File: config.mk
export PLATFORM = sky130hd
export DESIGN_NAME = lcdc_regs
export DESIGN_NICKNAME = d
export VERILOG_FILES = /design/src/shared/lcdc_pkg.sv /design/src/hdl/lcdc_mem.sv /design/src/hdl/lcdc_regs.sv
export SDC_FILE = /design/constraint.sdc
export NUM_CORES = 2
export LEC_CHECK = 0
export BUFFER_PORTS_ARGS = -buffer_cell sky130_fd_sc_hd__buf_2
export CAP_MARGIN = 40
export CELL_PAD_IN_SITES_DETAIL_PLACEMENT = 0
export CELL_PAD_IN_SITES_GLOBAL_PLACEMENT = 2
export CORE_UTILIZATION = 45
export CTS_BUF_LIST = sky130_fd_sc_hd__clkbuf_16
export CTS_CLUSTER_DIAMETER = 50
export DETAILED_ROUTE_END_ITERATION = 6
export PLACE_DENSITY_LB_ADDON = 0.1
export SYNTH_ARGS = -nofsm -noshare
export SYNTH_HDL_FRONTEND = slang
export SYNTH_HIERARCHICAL = 1
export SYNTH_SLANG_ARGS = --single-unit
File: constraint.sdc
create_clock -name i_clock -period 5.1 [get_ports i_clock]
set_input_delay 0.255 -clock i_clock [delete_from_list [all_inputs] [get_ports i_clock]]
set_output_delay 0.255 -clock i_clock [all_outputs]
set_load 0.05 [all_outputs]
File: src/shared/lcdc_pkg.sv
// Package for the dot matrix display controller register front end
package lcdc_pkg;
  localparam int LCDC_DW = 8;
  localparam logic [7:0] LCDC_INDEX_RST = 8'h00;
  localparam logic [7:0] LCDC_CONFIG_RST = 8'h00;
  localparam logic [7:0] LCDC_CONTROL_RST = 8'h00;
  // Index codes of the control registers
  localparam logic [3:0] LCDC_IDX_CONFIG = 4'h0;
  localparam logic [3:0] LCDC_IDX_CONTROL = 4'h1;
  localparam logic [3:0] LCDC_IDX_ADDRESS = 4'h2;
  localparam logic [3:0] LCDC_IDX_FRAME = 4'h3;
  localparam logic [3:0] LCDC_IDX_DATA = 4'h4;
  localparam logic [3:0] LCDC_IDX_START = 4'h5;
  localparam logic [3:0] LCDC_IDX_BLINK = 4'h6;
  localparam logic [3:0] LCDC_IDX_BSTART = 4'h8;
  localparam logic [3:0] LCDC_IDX_BEND = 4'h9;
  localparam logic [3:0] LCDC_IDX_CONTRAST = 4'ha;
  // Config register field positions
  localparam int LCDC_CFG_STANDBY = 5;
  localparam int LCDC_CFG_STEPUP = 4;
  localparam int LCDC_CFG_GRAPHIC = 2;
  localparam int LCDC_CFG_DUTY_HI = 1;
  localparam int LCDC_CFG_DUTY_LO = 0;
  // Control register field positions
  localparam int LCDC_CTL_DISPLAY = 6;
  localparam int LCDC_CTL_AMP = 4;
  // Geometry limits
  localparam logic [2:0] LCDC_XMAX_32 = 3'h4;
  localparam logic [2:0] LCDC_XMAX_16 = 3'h6;
  localparam logic [2:0] LCDC_XMAX_8 = 3'h7;
  localparam logic [4:0] LCDC_YMAX_32 = 5'h1f;
  localparam logic [4:0] LCDC_YMAX_16 = 5'h0f;
  localparam logic [4:0] LCDC_YMAX_8 = 5'h07;
  localparam int LCDC_MAX_BITS = 1280;
  // Dots per byte in character mode
  localparam int LCDC_CHAR_BITS = 5;
  typedef enum logic [1:0] {LCDC_DUTY32 = 2'b00, LCDC_DUTY16 = 2'b01, LCDC_DUTY8 = 2'b10} lcdc_duty_type;
  typedef struct packed {
    logic wr;
    logic rd;
    logic sel;
    logic [7:0] data;
  } lcdc_host_type;
  typedef struct packed {
    logic standby;
    logic stepup;
    logic graphic;
    lcdc_duty_type duty;
  } lcdc_cfg_type;
  function automatic lcdc_duty_type lcdc_duty(input logic [1:0] f);
    return f[1] ? LCDC_DUTY8 : (f[0] ? LCDC_DUTY16 : LCDC_DUTY32);
  endfunction
  function automatic logic [2:0] lcdc_xmax(input lcdc_duty_type d);
    return d == LCDC_DUTY8 ? LCDC_XMAX_8 : (d == LCDC_DUTY16 ? LCDC_XMAX_16 : LCDC_XMAX_32);
  endfunction
  function automatic logic [4:0] lcdc_ymax(input lcdc_duty_type d);
    return d == LCDC_DUTY8 ? LCDC_YMAX_8 : (d == LCDC_DUTY16 ? LCDC_YMAX_16 : LCDC_YMAX_32);
  endfunction
  function automatic logic lcdc_valid(input logic [3:0] i);
    return (i <= LCDC_IDX_BLINK) || (i == LCDC_IDX_BSTART) || (i == LCDC_IDX_BEND) || (i == LCDC_IDX_CONTRAST);
  endfunction
endpackage

File: src/hdl/lcdc_mem.sv
// Display memory, 8 by 32 bytes, registered read port
`timescale 1ns/10ps
module lcdc_mem
  import lcdc_pkg::*;
#(
  parameter int DW = 8,
  parameter int AW = 8
) (
  // Clock
  input wire logic i_clock,
  // Write port
  input wire logic i_we,
  input wire logic [AW-1:0] i_waddr,
  input wire logic [DW-1:0] i_wdata,
  // Read port
  input wire logic [AW-1:0] i_raddr,
  output logic [DW-1:0] o_rdata
);
  logic [DW-1:0] mem_q [0:(1<<AW)-1];
  logic [DW-1:0] rdata_q;
  // No reset on storage: contents are undefined until written
  always_ff @(posedge i_clock) begin
    if (i_we) begin
      mem_q[i_waddr] <= i_wdata;
    end
    rdata_q <= mem_q[i_raddr];
  end
  assign o_rdata = rdata_q;
endmodule // lcdc_mem

File: src/hdl/lcdc_regs.sv
// Register front end and first configuration register of the dot matrix display controller
// Behaviour
// - Write with select line low loads the index pointer, never a control register.
// - Low four index bits pick one of ten control registers; other codes invalid.
// - Only the display data register returns read data; all others write-only.
// - Reset clears the index pointer to zero.
// - Reset clears the config register: normal, step-up off, character, 1/32 duty.
// - Standby halts operation, blanks display, clears display-on and amp enable.
// - Config bit 4 enables the step-up circuit; cleared after reset.
// - Character mode shows five low bits per byte; graphic mode all eight.
// - Graphic mode limits shown byte column to 4, 6 or 7 by duty.
// - Duty 00 is 1/32, 01 is 1/16, 1x is 1/8.
// - Rows 10h-1Fh hidden at 1/16 duty, rows 8h-1Fh at 1/8 duty.
// - Each shown display memory bit drives exactly one dot.
// - Arrangements up to 40x32 dots, never above 1280 active bits.
// - Logic runs on the low-rate subclock only.
// - Display off drives all common and segment outputs to ground.
`timescale 1ns/10ps
module lcdc_regs
  import lcdc_pkg::*;
#(
  parameter int NCOM = 32,
  parameter int NSEG = 64
) (
  // Clock and reset; the clock is the subclock
  input wire logic i_clock,
  input wire logic i_rstn,
  // Host port
  input wire logic i_wr,
  input wire logic i_rd,
  input wire logic i_register_select_line,
  input wire logic [7:0] i_wdata,
  output logic [7:0] o_rdata,
  output logic o_rvalid,
  // Scan position from the timing generator
  input wire logic [4:0] i_scan_row,
  // Panel drive
  output logic [NCOM-1:0] o_common_drive_outputs,
  output logic [NSEG-1:0] o_segment_drive_outputs,
  output logic o_stepup_run,
  output logic o_amp_run,
  output logic o_standby
);
  lcdc_host_type host;
  logic [3:0] index_pointer_q, index_pointer_d;
  lcdc_cfg_type display_config_q, display_config_d;
  logic display_on_q, display_on_d;
  logic amp_en_q, amp_en_d;
  logic [7:0] addr_q, addr_d;
  logic [7:0] rdata_q, rdata_d;
  logic rvalid_q, rvalid_d, rpend_q, rpend_d;
  logic [NCOM-1:0] com_q, com_d;
  logic [NSEG-1:0] seg_q, seg_d;
  logic [2:0] col_q, col_d;
  logic [6:0] seg_lim;
  logic stepup_run_q, stepup_run_d;
  logic [7:0] mem_rdata;
  logic mem_we;
  logic ctl_wr;

  assign host = '{wr: i_wr, rd: i_rd, sel: i_register_select_line, data: i_wdata};
  assign ctl_wr = host.wr && host.sel && lcdc_valid(index_pointer_q);
  assign mem_we = ctl_wr && index_pointer_q == LCDC_IDX_DATA;

  lcdc_mem #(.DW(8), .AW(8)) u_mem (
    .i_clock(i_clock),
    .i_we(mem_we),
    .i_waddr(addr_q),
    .i_wdata(host.data),
    .i_raddr(rpend_d ? addr_q : {col_d, i_scan_row}),
    .o_rdata(mem_rdata)
  );

  always_comb begin
    index_pointer_d = index_pointer_q;
    display_config_d = display_config_q;
    display_on_d = display_on_q;
    amp_en_d = amp_en_q;
    addr_d = addr_q;
    if (host.wr && !host.sel) begin
      index_pointer_d = host.data[3:0];
    end else if (ctl_wr) begin
      case (index_pointer_q)
        LCDC_IDX_CONFIG: begin
          display_config_d.standby = host.data[LCDC_CFG_STANDBY];
          display_config_d.stepup = host.data[LCDC_CFG_STEPUP];
          display_config_d.graphic = host.data[LCDC_CFG_GRAPHIC];
          display_config_d.duty = lcdc_duty(host.data[LCDC_CFG_DUTY_HI:LCDC_CFG_DUTY_LO]);
        end
        LCDC_IDX_CONTROL: begin
          display_on_d = host.data[LCDC_CTL_DISPLAY];
          amp_en_d = host.data[LCDC_CTL_AMP];
        end
        LCDC_IDX_ADDRESS: begin
          addr_d = host.data;
        end
        default: begin
        end
      endcase
    end
    if (display_config_d.standby) begin
      display_on_d = 1'b0;
      amp_en_d = 1'b0;
    end
    stepup_run_d = display_config_d.stepup && !display_config_d.standby;
  end

  always_comb begin
    rpend_d = host.rd && host.sel && index_pointer_q == LCDC_IDX_DATA;
    rvalid_d = rpend_q;
    rdata_d = rpend_q ? mem_rdata : 8'h00;
  end

  // Scan: one byte column per cycle; the read address runs one column ahead to cover memory latency
  always_comb begin
    col_d = col_q + 3'h1;
    if (display_config_q.graphic && col_q >= lcdc_xmax(display_config_q.duty)) begin
      col_d = 3'h0;
    end
    // Character mode packs five dots per byte, so eight bytes fill forty segments
    seg_lim = 7'(LCDC_CHAR_BITS * 8);
    if (display_config_q.graphic) begin
      seg_lim = 7'((32'(lcdc_xmax(display_config_q.duty)) + 1) * 8);
    end
    com_d = '0;
    seg_d = seg_q;
    if (!display_on_q || display_config_q.standby) begin
      seg_d = '0;
    end else if (i_scan_row <= lcdc_ymax(display_config_q.duty)) begin
      com_d[i_scan_row] = 1'b1;
      if (!rpend_q) begin
        for (int b = 0; b < 8; b++) begin
          if (display_config_q.graphic) begin
            seg_d[{col_q, 3'h0} + 6'(b)] = mem_rdata[b];
          end else if (b < LCDC_CHAR_BITS) begin
            seg_d[6'(32'(col_q) * LCDC_CHAR_BITS + b)] = mem_rdata[b];
          end
        end
      end
    end else begin
      seg_d = '0;
    end
    // Segments past the active width are cleared so stale dots of another mode never show
    for (int s = 0; s < NSEG; s++) begin
      if (s >= int'(seg_lim)) begin
        seg_d[s] = 1'b0;
      end
    end
  end

  always_ff @(posedge i_clock) begin
    if (!i_rstn) begin
      index_pointer_q <= LCDC_INDEX_RST[3:0];
      display_config_q <= lcdc_cfg_type'(LCDC_CONFIG_RST[4:0]);
      display_on_q <= 1'b0;
      amp_en_q <= 1'b0;
      addr_q <= 8'h00;
      rdata_q <= 8'h00;
      rvalid_q <= 1'b0;
      rpend_q <= 1'b0;
      com_q <= '0;
      seg_q <= '0;
      col_q <= 3'h0;
      stepup_run_q <= 1'b0;
    end else begin
      index_pointer_q <= index_pointer_d;
      display_config_q <= display_config_d;
      display_on_q <= display_on_d;
      amp_en_q <= amp_en_d;
      addr_q <= addr_d;
      rdata_q <= rdata_d;
      rvalid_q <= rvalid_d;
      rpend_q <= rpend_d;
      com_q <= com_d;
      seg_q <= seg_d;
      col_q <= col_d;
      stepup_run_q <= stepup_run_d;
    end
  end

  assign o_rdata = rdata_q;
  assign o_rvalid = rvalid_q;
  assign o_common_drive_outputs = com_q;
  assign o_segment_drive_outputs = seg_q;
  assign o_stepup_run = stepup_run_q;
  assign o_amp_run = amp_en_q;
  assign o_standby = display_config_q.standby;

  property p_index_load;
    @(posedge i_clock) disable iff (!i_rstn)
    (i_wr && !i_register_select_line) |=> (index_pointer_q == $past(i_wdata[3:0]));
  endproperty
  a_index_load: assert property (p_index_load) else $error("index not loaded");

  property p_index_no_cfg;
    @(posedge i_clock) disable iff (!i_rstn)
    (i_wr && !i_register_select_line) |=> $stable(display_config_q);
  endproperty
  a_index_no_cfg: assert property (p_index_no_cfg) else $error("config changed by index write");

  property p_invalid;
    @(posedge i_clock) disable iff (!i_rstn)
    (i_wr && i_register_select_line && !lcdc_valid(index_pointer_q)) |=> $stable(display_config_q) && $stable(addr_q);
  endproperty
  a_invalid: assert property (p_invalid) else $error("invalid index wrote");

  property p_read_only_data;
    @(posedge i_clock) disable iff (!i_rstn)
    o_rvalid |-> $past(i_rd && i_register_select_line && index_pointer_q == LCDC_IDX_DATA, 2);
  endproperty
  a_read_only_data: assert property (p_read_only_data) else $error("read from write-only reg");

  property p_reset;
    @(posedge i_clock) !i_rstn |=> index_pointer_q == 4'h0 && display_config_q == '0;
  endproperty
  a_reset: assert property (p_reset) else $error("reset values wrong");

  property p_standby;
    @(posedge i_clock) disable iff (!i_rstn)
    display_config_q.standby |-> !display_on_q && !amp_en_q && !o_stepup_run;
  endproperty
  a_standby: assert property (p_standby) else $error("standby not honoured");

  property p_off_ground;
    @(posedge i_clock) disable iff (!i_rstn)
    !display_on_q ##1 !display_on_q |-> o_common_drive_outputs == '0 && o_segment_drive_outputs == '0;
  endproperty
  a_off_ground: assert property (p_off_ground) else $error("panel driven while off");

  property p_char_mode;
    @(posedge i_clock) disable iff (!i_rstn)
    !display_config_q.graphic |=> o_segment_drive_outputs[NSEG-1:LCDC_CHAR_BITS*8] == '0;
  endproperty
  a_char_mode: assert property (p_char_mode) else $error("character mode leaks bits");

  property p_col_limit;
    @(posedge i_clock) disable iff (!i_rstn)
    display_config_q.graphic && $stable(display_config_q) |-> col_q <= lcdc_xmax(display_config_q.duty);
  endproperty
  a_col_limit: assert property (p_col_limit) else $error("column beyond duty limit");

  property p_row_hidden;
    @(posedge i_clock) disable iff (!i_rstn)
    (i_scan_row > lcdc_ymax(display_config_q.duty)) |=> o_common_drive_outputs == '0;
  endproperty
  a_row_hidden: assert property (p_row_hidden) else $error("hidden row shown");
endmodule // lcdc_regs

# Word-level counts from Yosys, hierarchy flattened
# Memory sizes are Yosys's and may differ from the RTL's. A register that Yosys moved wholly into a read port is not among the register bits.
# Cells that the tools add are included.
dict set report classes {
  addsub 13
  multipliers 1
  magnitude_cmp 95
  eq_ne 8
  n_mux 84
  bitwise 3
  n_reduce_logical 100
}
# cell count
set op_table {}
lappend op_table {{64-bit two-way mux} 29}
lappend op_table {{64-bit bitwise mux} 13}
lappend op_table {{4-bit OR reduction} 64}
lappend op_table {{6-bit by 7-bit >= comparator with 1-bit output (first input constant)} 32}
lappend op_table {{5-bit by 7-bit >= comparator with 1-bit output (first input constant)} 16}
lappend op_table {{6-bit by 7-bit less-than comparator with 1-bit output (second input constant)} 13}
lappend op_table {{6-bit by 1-bit >= comparator with 1-bit output (second input constant)} 13}
lappend op_table {{1-bit demux with 6-bit select} 12}
lappend op_table {{4-bit by 7-bit >= comparator with 1-bit output (first input constant)} 8}
lappend op_table {{6-bit by 3-bit adder with 6-bit output (second input constant)} 5}
lappend op_table {{3-bit by 7-bit >= comparator with 1-bit output (first input constant)} 4}
lappend op_table {{5-bit two-way mux} 5}
lappend op_table {{6-bit by 2-bit adder with 6-bit output (second input constant)} 4}
lappend op_table {{1-bit logical AND} 22}
lappend op_table {{1-bit two-way mux} 17}
lappend op_table {{1-bit by 7-bit >= comparator with 1-bit output (first input constant)} 2}
lappend op_table {{2-bit by 7-bit >= comparator with 1-bit output (first input constant)} 2}
lappend op_table {{6-bit by 1-bit adder with 6-bit output (second input constant)} 2}
lappend op_table {{4-bit equality test (second input constant)} 3}
lappend op_table {{3-bit AND reduction} 3}
lappend op_table {{8-bit two-way mux} 1}
lappend op_table {{7-bit two-way mux} 1}
lappend op_table {{5-bit by 6-bit less-than comparator with 1-bit output (second input constant)} 1}
lappend op_table {{3-bit by 3-bit multiplier with 6-bit output (second input constant)} 1}
lappend op_table {{other kinds (22)} 31}
dict set report totals {
  ff_bits 129
  ram_bits 2048
  inputBits 18
  output_inout_bits 108
  word_cells 383
  n_memories 1
}
# name words word_bits read_ports rd_ports_with_merged_regs wr line_no
set mem_list {}
lappend mem_list {u_mem.mem_q 256 8 1 1 1 lcdc_mem.sv:19} ;# logic [DW-1:0] mem_q [0:(1<<AW)-1];

# Longest topological paths before layout
dict set report depth {
  ltp_word 42
  depth_mapped 18
  mapped_depth_nobuf 15
}

# By module
# The synthesis kept the hierarchy.
# module n_inst cells_per_inst area_each_um2 seq_area_each_um2
set by_module_without_submodules {}
lappend by_module_without_submodules {lcdc_mem 1 3733 79556.3 61659.1}
lappend by_module_without_submodules {lcdc_regs 1 1538 11392.2 2582.5}

# Worst setup path after synthesis
# Ideal clock, no wire load.
dict set report synth_path {
  path_type {register to register}
  start {register col_q[0]}
  end {register u_mem.rdata_q[7], in the netlist u_mem/o_rdata[7] (read register of u_mem.mem_q)}
  setup_time_ns 0.127
  arrival_time_ns 3.428
  required_time_ns 4.973
  setup_slack_ns 1.545
  path_stages_with_launch 19
  n_path_buf 4
  period_less_slack_ns 3.555
  cell_sequence {dfxtp_1 > clkbuf_1 > inv_1 > clkbuf_1 > ha_1 > nand2b_1 > a21oi_1 > nor2b_1 > nand2_1 > nand2_1 > o21ai_0 > clkbuf_1 > nor3b_1 > clkbuf_1 > o221ai_1 > nand2_1 > a21oi_1 > nor4_1 > nor4_1}
}
dict set report synth_via {
  elab_chain_len 4
  word_cells_on_any_way 5
  cone_classes {add/sub (1); order compare (1); mux (2); reduce/logical (1)}
}
# item line_no
set synth_rtl {}
lappend synth_rtl {{start: declaration} lcdc_regs.sv:54} ;# logic [2:0] col_q, col_d;
lappend synth_rtl {{start signal: assignment} lcdc_regs.sv:176} ;# col_q <= col_d;
lappend synth_rtl {{3-bit >= comparator} lcdc_regs.sv:117} ;# if (display_config_q.graphic && col_q >= lcdc_xmax(display_config_q.duty)) begin
lappend synth_rtl {{1-bit logical AND} lcdc_regs.sv:117}
lappend synth_rtl {{3-bit two-way mux (*)} lcdc_regs.sv:117}
lappend synth_rtl {{8-bit two-way mux (*)} lcdc_regs.sv:70} ;# .i_raddr(rpend_d ? addr_q : {col_d, i_scan_row}),
lappend synth_rtl {{end: declaration} lcdc_mem.sv:20} ;# logic [DW-1:0] rdata_q;
# Mark *: on every way between the ends. The rest lies on a longest branch, timed or not.
# A chain may end at the register's enable or synchronous reset.

# Worst setup path in the final report
dict set report layout_path {
  start {register display_config_q[0] in the netlist's numbering}
  end {register u_mem.rdata_q[5], in the netlist u_mem/o_rdata[5] (read register of u_mem.mem_q)}
}
dict set report layout_via {
  elab_chain_len 7
  word_cells_on_any_way 8
  cone_classes {order compare (1); eq/ne (2); mux (4); reduce/logical (1)}
}
# item line_no
set layout_rtl {}
lappend layout_rtl {{start: declaration} lcdc_regs.sv:46} ;# lcdc_cfg_type display_config_q, display_config_d;
lappend layout_rtl {{start signal: assignment} lcdc_regs.sv:154} ;# display_config_q <= lcdc_cfg_type'(LCDC_CONFIG_RST[4:0]);
lappend layout_rtl {{start signal: assignment} lcdc_regs.sv:167} ;# display_config_q <= display_config_d;
lappend layout_rtl {{2-bit by 1-bit equality test with 1-bit output} lcdc_pkg.sv:54} ;# return d == LCDC_DUTY8 ? LCDC_XMAX_8 : (d == LCDC_DUTY16 ? LCDC_XMAX_16 : LCDC_XMAX_32);
lappend layout_rtl {{2-bit two-way mux} lcdc_pkg.sv:54}
lappend layout_rtl {{2-bit two-way mux (*)} lcdc_pkg.sv:54}
lappend layout_rtl {{3-bit >= comparator (*)} lcdc_regs.sv:117}
lappend layout_rtl {{1-bit logical AND (*)} lcdc_regs.sv:117}
lappend layout_rtl {{3-bit two-way mux (*)} lcdc_regs.sv:117}
lappend layout_rtl {{8-bit two-way mux (*)} lcdc_regs.sv:70}
# Marks and branches as above.

==> results.json <==
{
  "crit_fanout": 12,
  "holdWs_ns": 0.353,
  "cts_tree": "built",
  "grt_pass1_vias": 53700,
  "worstPathRequired_ns": 5.85,
  "synth_top_cells_by_area": "edfxtp_1, mux4_2, dfxtp_1, mux2i_1, nor2_1",
  "powerDensity_nw_per_um2": 396,
  "cts_buffers": 274,
  "synth_top_family_by_area": "multiplexers",
  "coreArea_um2": 200000,
  "ctsLongestPathBuffers": 4,
  "post-place-ws_ns": 0.434,
  "synth_common_cells": "edfxtp_1, mux4_2, nor2_1",
  "drc": 0,
  "seq_area_um2": 64300,
  "synth_xor_area_frac": 0.00153,
  "syn-cell-area_um2": 90900,
  "top_level_ports": 126,
  "yosys_warnings": 6,
  "ff2ff_path_depth": 16,
  "grtUsageMet1": 0.410,
  "period_share": 0.909,
  "antenna_found_initial": 7,
  "die_x_um": 452,
  "post_drt_wl_per_cell_um": 34.0,
  "wl_mm": 290,
  "skew_ns": 0.0673,
  "yosysMostFrequentCell": "edfxtp_1",
  "grt_pass1_wl_mm": 411,
  "crit_top_cell": "nor2b_1",
  "nets": 5714,
  "synth_edf_count": 2048,
  "path_cells": "inv_1 > ha_1 > ha_1 > nand2b_1 > a21oi_1 > nor2b_1 > nand2b_1 > mux2i_1 > mux2_2 > nor2b_1 > nor2b_1 > a31oi_1 > nor4_1 > clkdlybuf4s15_2 > buf_4 > nor4_1",
  "ant_nets": 0,
  "max_stage_delay_ns": 0.72,
  "synthDistinctLibCells": 99,
  "synth.area.mux_share": 0.139,
  "grt_setup_unrepaired": "false",
  "port_buffers": 125,
  "relSlewSlack": 0.228,
  "syn_nets": 5304,
  "cpMaxStageDelayCell": "nor2b_1",
  "avgSynthCellArea_um2": 17.3,
  "hold_viol_final": 0,
  "layout_setup_ws_ns": 0.466,
  "die_h_um": 452,
  "cts_setup_buffers": 0,
  "cp-start-kind": "flip-flop",
  "async_flop_share": 0,
  "ys_seq_elements": 2185,
  "syn_inst": 5271,
  "ys_seq_area_frac": 0.706,
  "timing.fmax_mhz": 216,
  "hold_depth": 2,
  "p_leak_uw": 0.0339,
  "ctsHtreeMaxLevel": 5,
  "slew_viol_final": 0,
  "grt_busiest_layer": "met2",
  "cap_violations": 0,
  "finalCriticalPeriod_ns": 4.63,
  "num_rows": 164,
  "grt.met2_usage": 0.433,
  "grt_use_total": 0.283,
  "insertion_delay_ns": 0.94,
  "finalSetupViolCount": 0,
  "fill_cells": 16200,
  "path_class": "reg2reg",
  "arrival_ns": 5.39,
  "drt-initial-drc-count": 6632,
  "die_area_um2": 204000,
  "start_util": 0.454,
  "yosysTopAreaCellShare": 0.676,
  "area_growth_pct": 15.4,
  "gr-total-overflow": 0,
  "multiInputGateArea_um2": 24600,
  "synth_compound_area_frac": 0.0676,
  "peakVddDrop_uv": 382,
  "tightest_slew_ns": 1.16,
  "met3_usage": 0.0477,
  "status": "finished clean",
  "place_congestion": 0.980,
  "cts_root_buffer": "clkbuf_16",
  "dr.pass1.iters": 6,
  "grt_max_degree": 152,
  "min_path_type": "in2reg",
  "clock_sinks": 2185,
  "synthAdderAreaFrac": 0.00206,
  "vias": 54100,
  "via_per_inst": 6.34,
  "synthFlopType": "edfxtp_1",
  "yosys.area_share.simple": 0.0594,
  "path_clk_slew_ns": 0.05,
  "setup_tns_ns": 0,
  "post-route-util": 0.524,
  "worstSetupEndpointType": "flip-flop",
  "hpwl_mm": 190,
  "yosysTopAreaCell": "edfxtp_1",
  "drive_above_1_share": 0.238
}
logic make-up after synthesis:
logic type,count (synthesis)
fa+ha+maj,15
buf+inv,410
xor+xnor,15
mux,685
flops,2185
simple gates,1111
compound gates,850
repair_timing:
action | CTS | global route
endpoints found under the hold margin | 652 | 0
hold buffers | 24 | 0
resized for setup | 0 | 0
critical path: cells and delay by family, from the launching register on:
family	cells	cell delay [ns]
mux	2	0.57
flops	1	0.35
simple gates	7	2.07
buf+inv	3	0.50
fa+ha+maj	2	0.63
compound gates	2	0.37
where the power goes:
| group | internal (uW) | switching (uW) | leakage, uW | total (uW) |
|---|---|---|---|---|
| Combinational | 1070 | 2510 | 0.0100 | 3580 |
| Clock | 11000 | 7260 | 0.00433 | 18300 |
| Sequential | 19600 | 109 | 0.0195 | 19700 |
stage by stage:
stage / total power, uW / cells / cell area [um2]
floorplan: 21800 / 5271 / 90900
global placement: 23600 / 7951 / 95500
detailed placement: 23600 / 8031 / 96200
CTS: 41900 / 8517 / 105000
global route: 42700 / 8525 / 105000
finish: 41600 / 8527 / 105000
sequential cells by signal (all words and copies together), names as in the netlist, 3 cells and up:
name,flops
u_mem/mem_q,2048
o_segment_drive_outputs,64
o_common_drive_outputs,32
addr_q,8
o_rdata,8
u_mem/o_rdata,8
display_config_q,4
index_pointer_q,4
col_q,3
area by class of cell:
cell class,count,share of cell area
antenna,4,0.0000954
timing repair buffer,514,0.0394
clock inverter,180,0.0134
clock buffer,282,0.0672
inverter,30,0.00107
sequential,2185,0.612
tap,2656,0.0317
multi-input combinational,2676,0.235
per-layer routing:
metal,wire length [um],vias up
met4,11400,2
met1,125000,28600
met5,14,-
met3,21300,583
li1,-,22500
met2,133000,2472
path summary, 6_finish.rpt:
check	start	end	slack, ns
setup / recovery	display_config_q[0]	u_mem/o_rdata[5]	0.47
hold / removal	i_wdata[4]	u_mem/mem_q[84][4]	0.35
setup reg to reg	display_config_q[0]	u_mem/o_rdata[5]	0.47
hold reg to reg	display_config_q[3]	display_config_q[3]	0.48
cell usage in the layout (no fill, tap or decap), types with 28 or more instances in the layout:
cell type	count
o22ai_1	66
clkbuf_16	282
nor3_1	80
clkinv_1	58
buf_2	124
edfxtp_1	2048
buf_4	314
or3_1	28
and3_1	29
a21oi_1	159
o21ai_0	69
nor2_1	415
a22oi_1	151
nor2b_1	59
a221oi_1	50
nand2_1	177
mux4_2	454
o221ai_1	72
a211oi_1	39
dfxtp_1	131
nand2b_1	30
inv_1	76
nand3_1	107
mux2i_1	208
nor4_1	57
(Power assumes the default switching activity.)
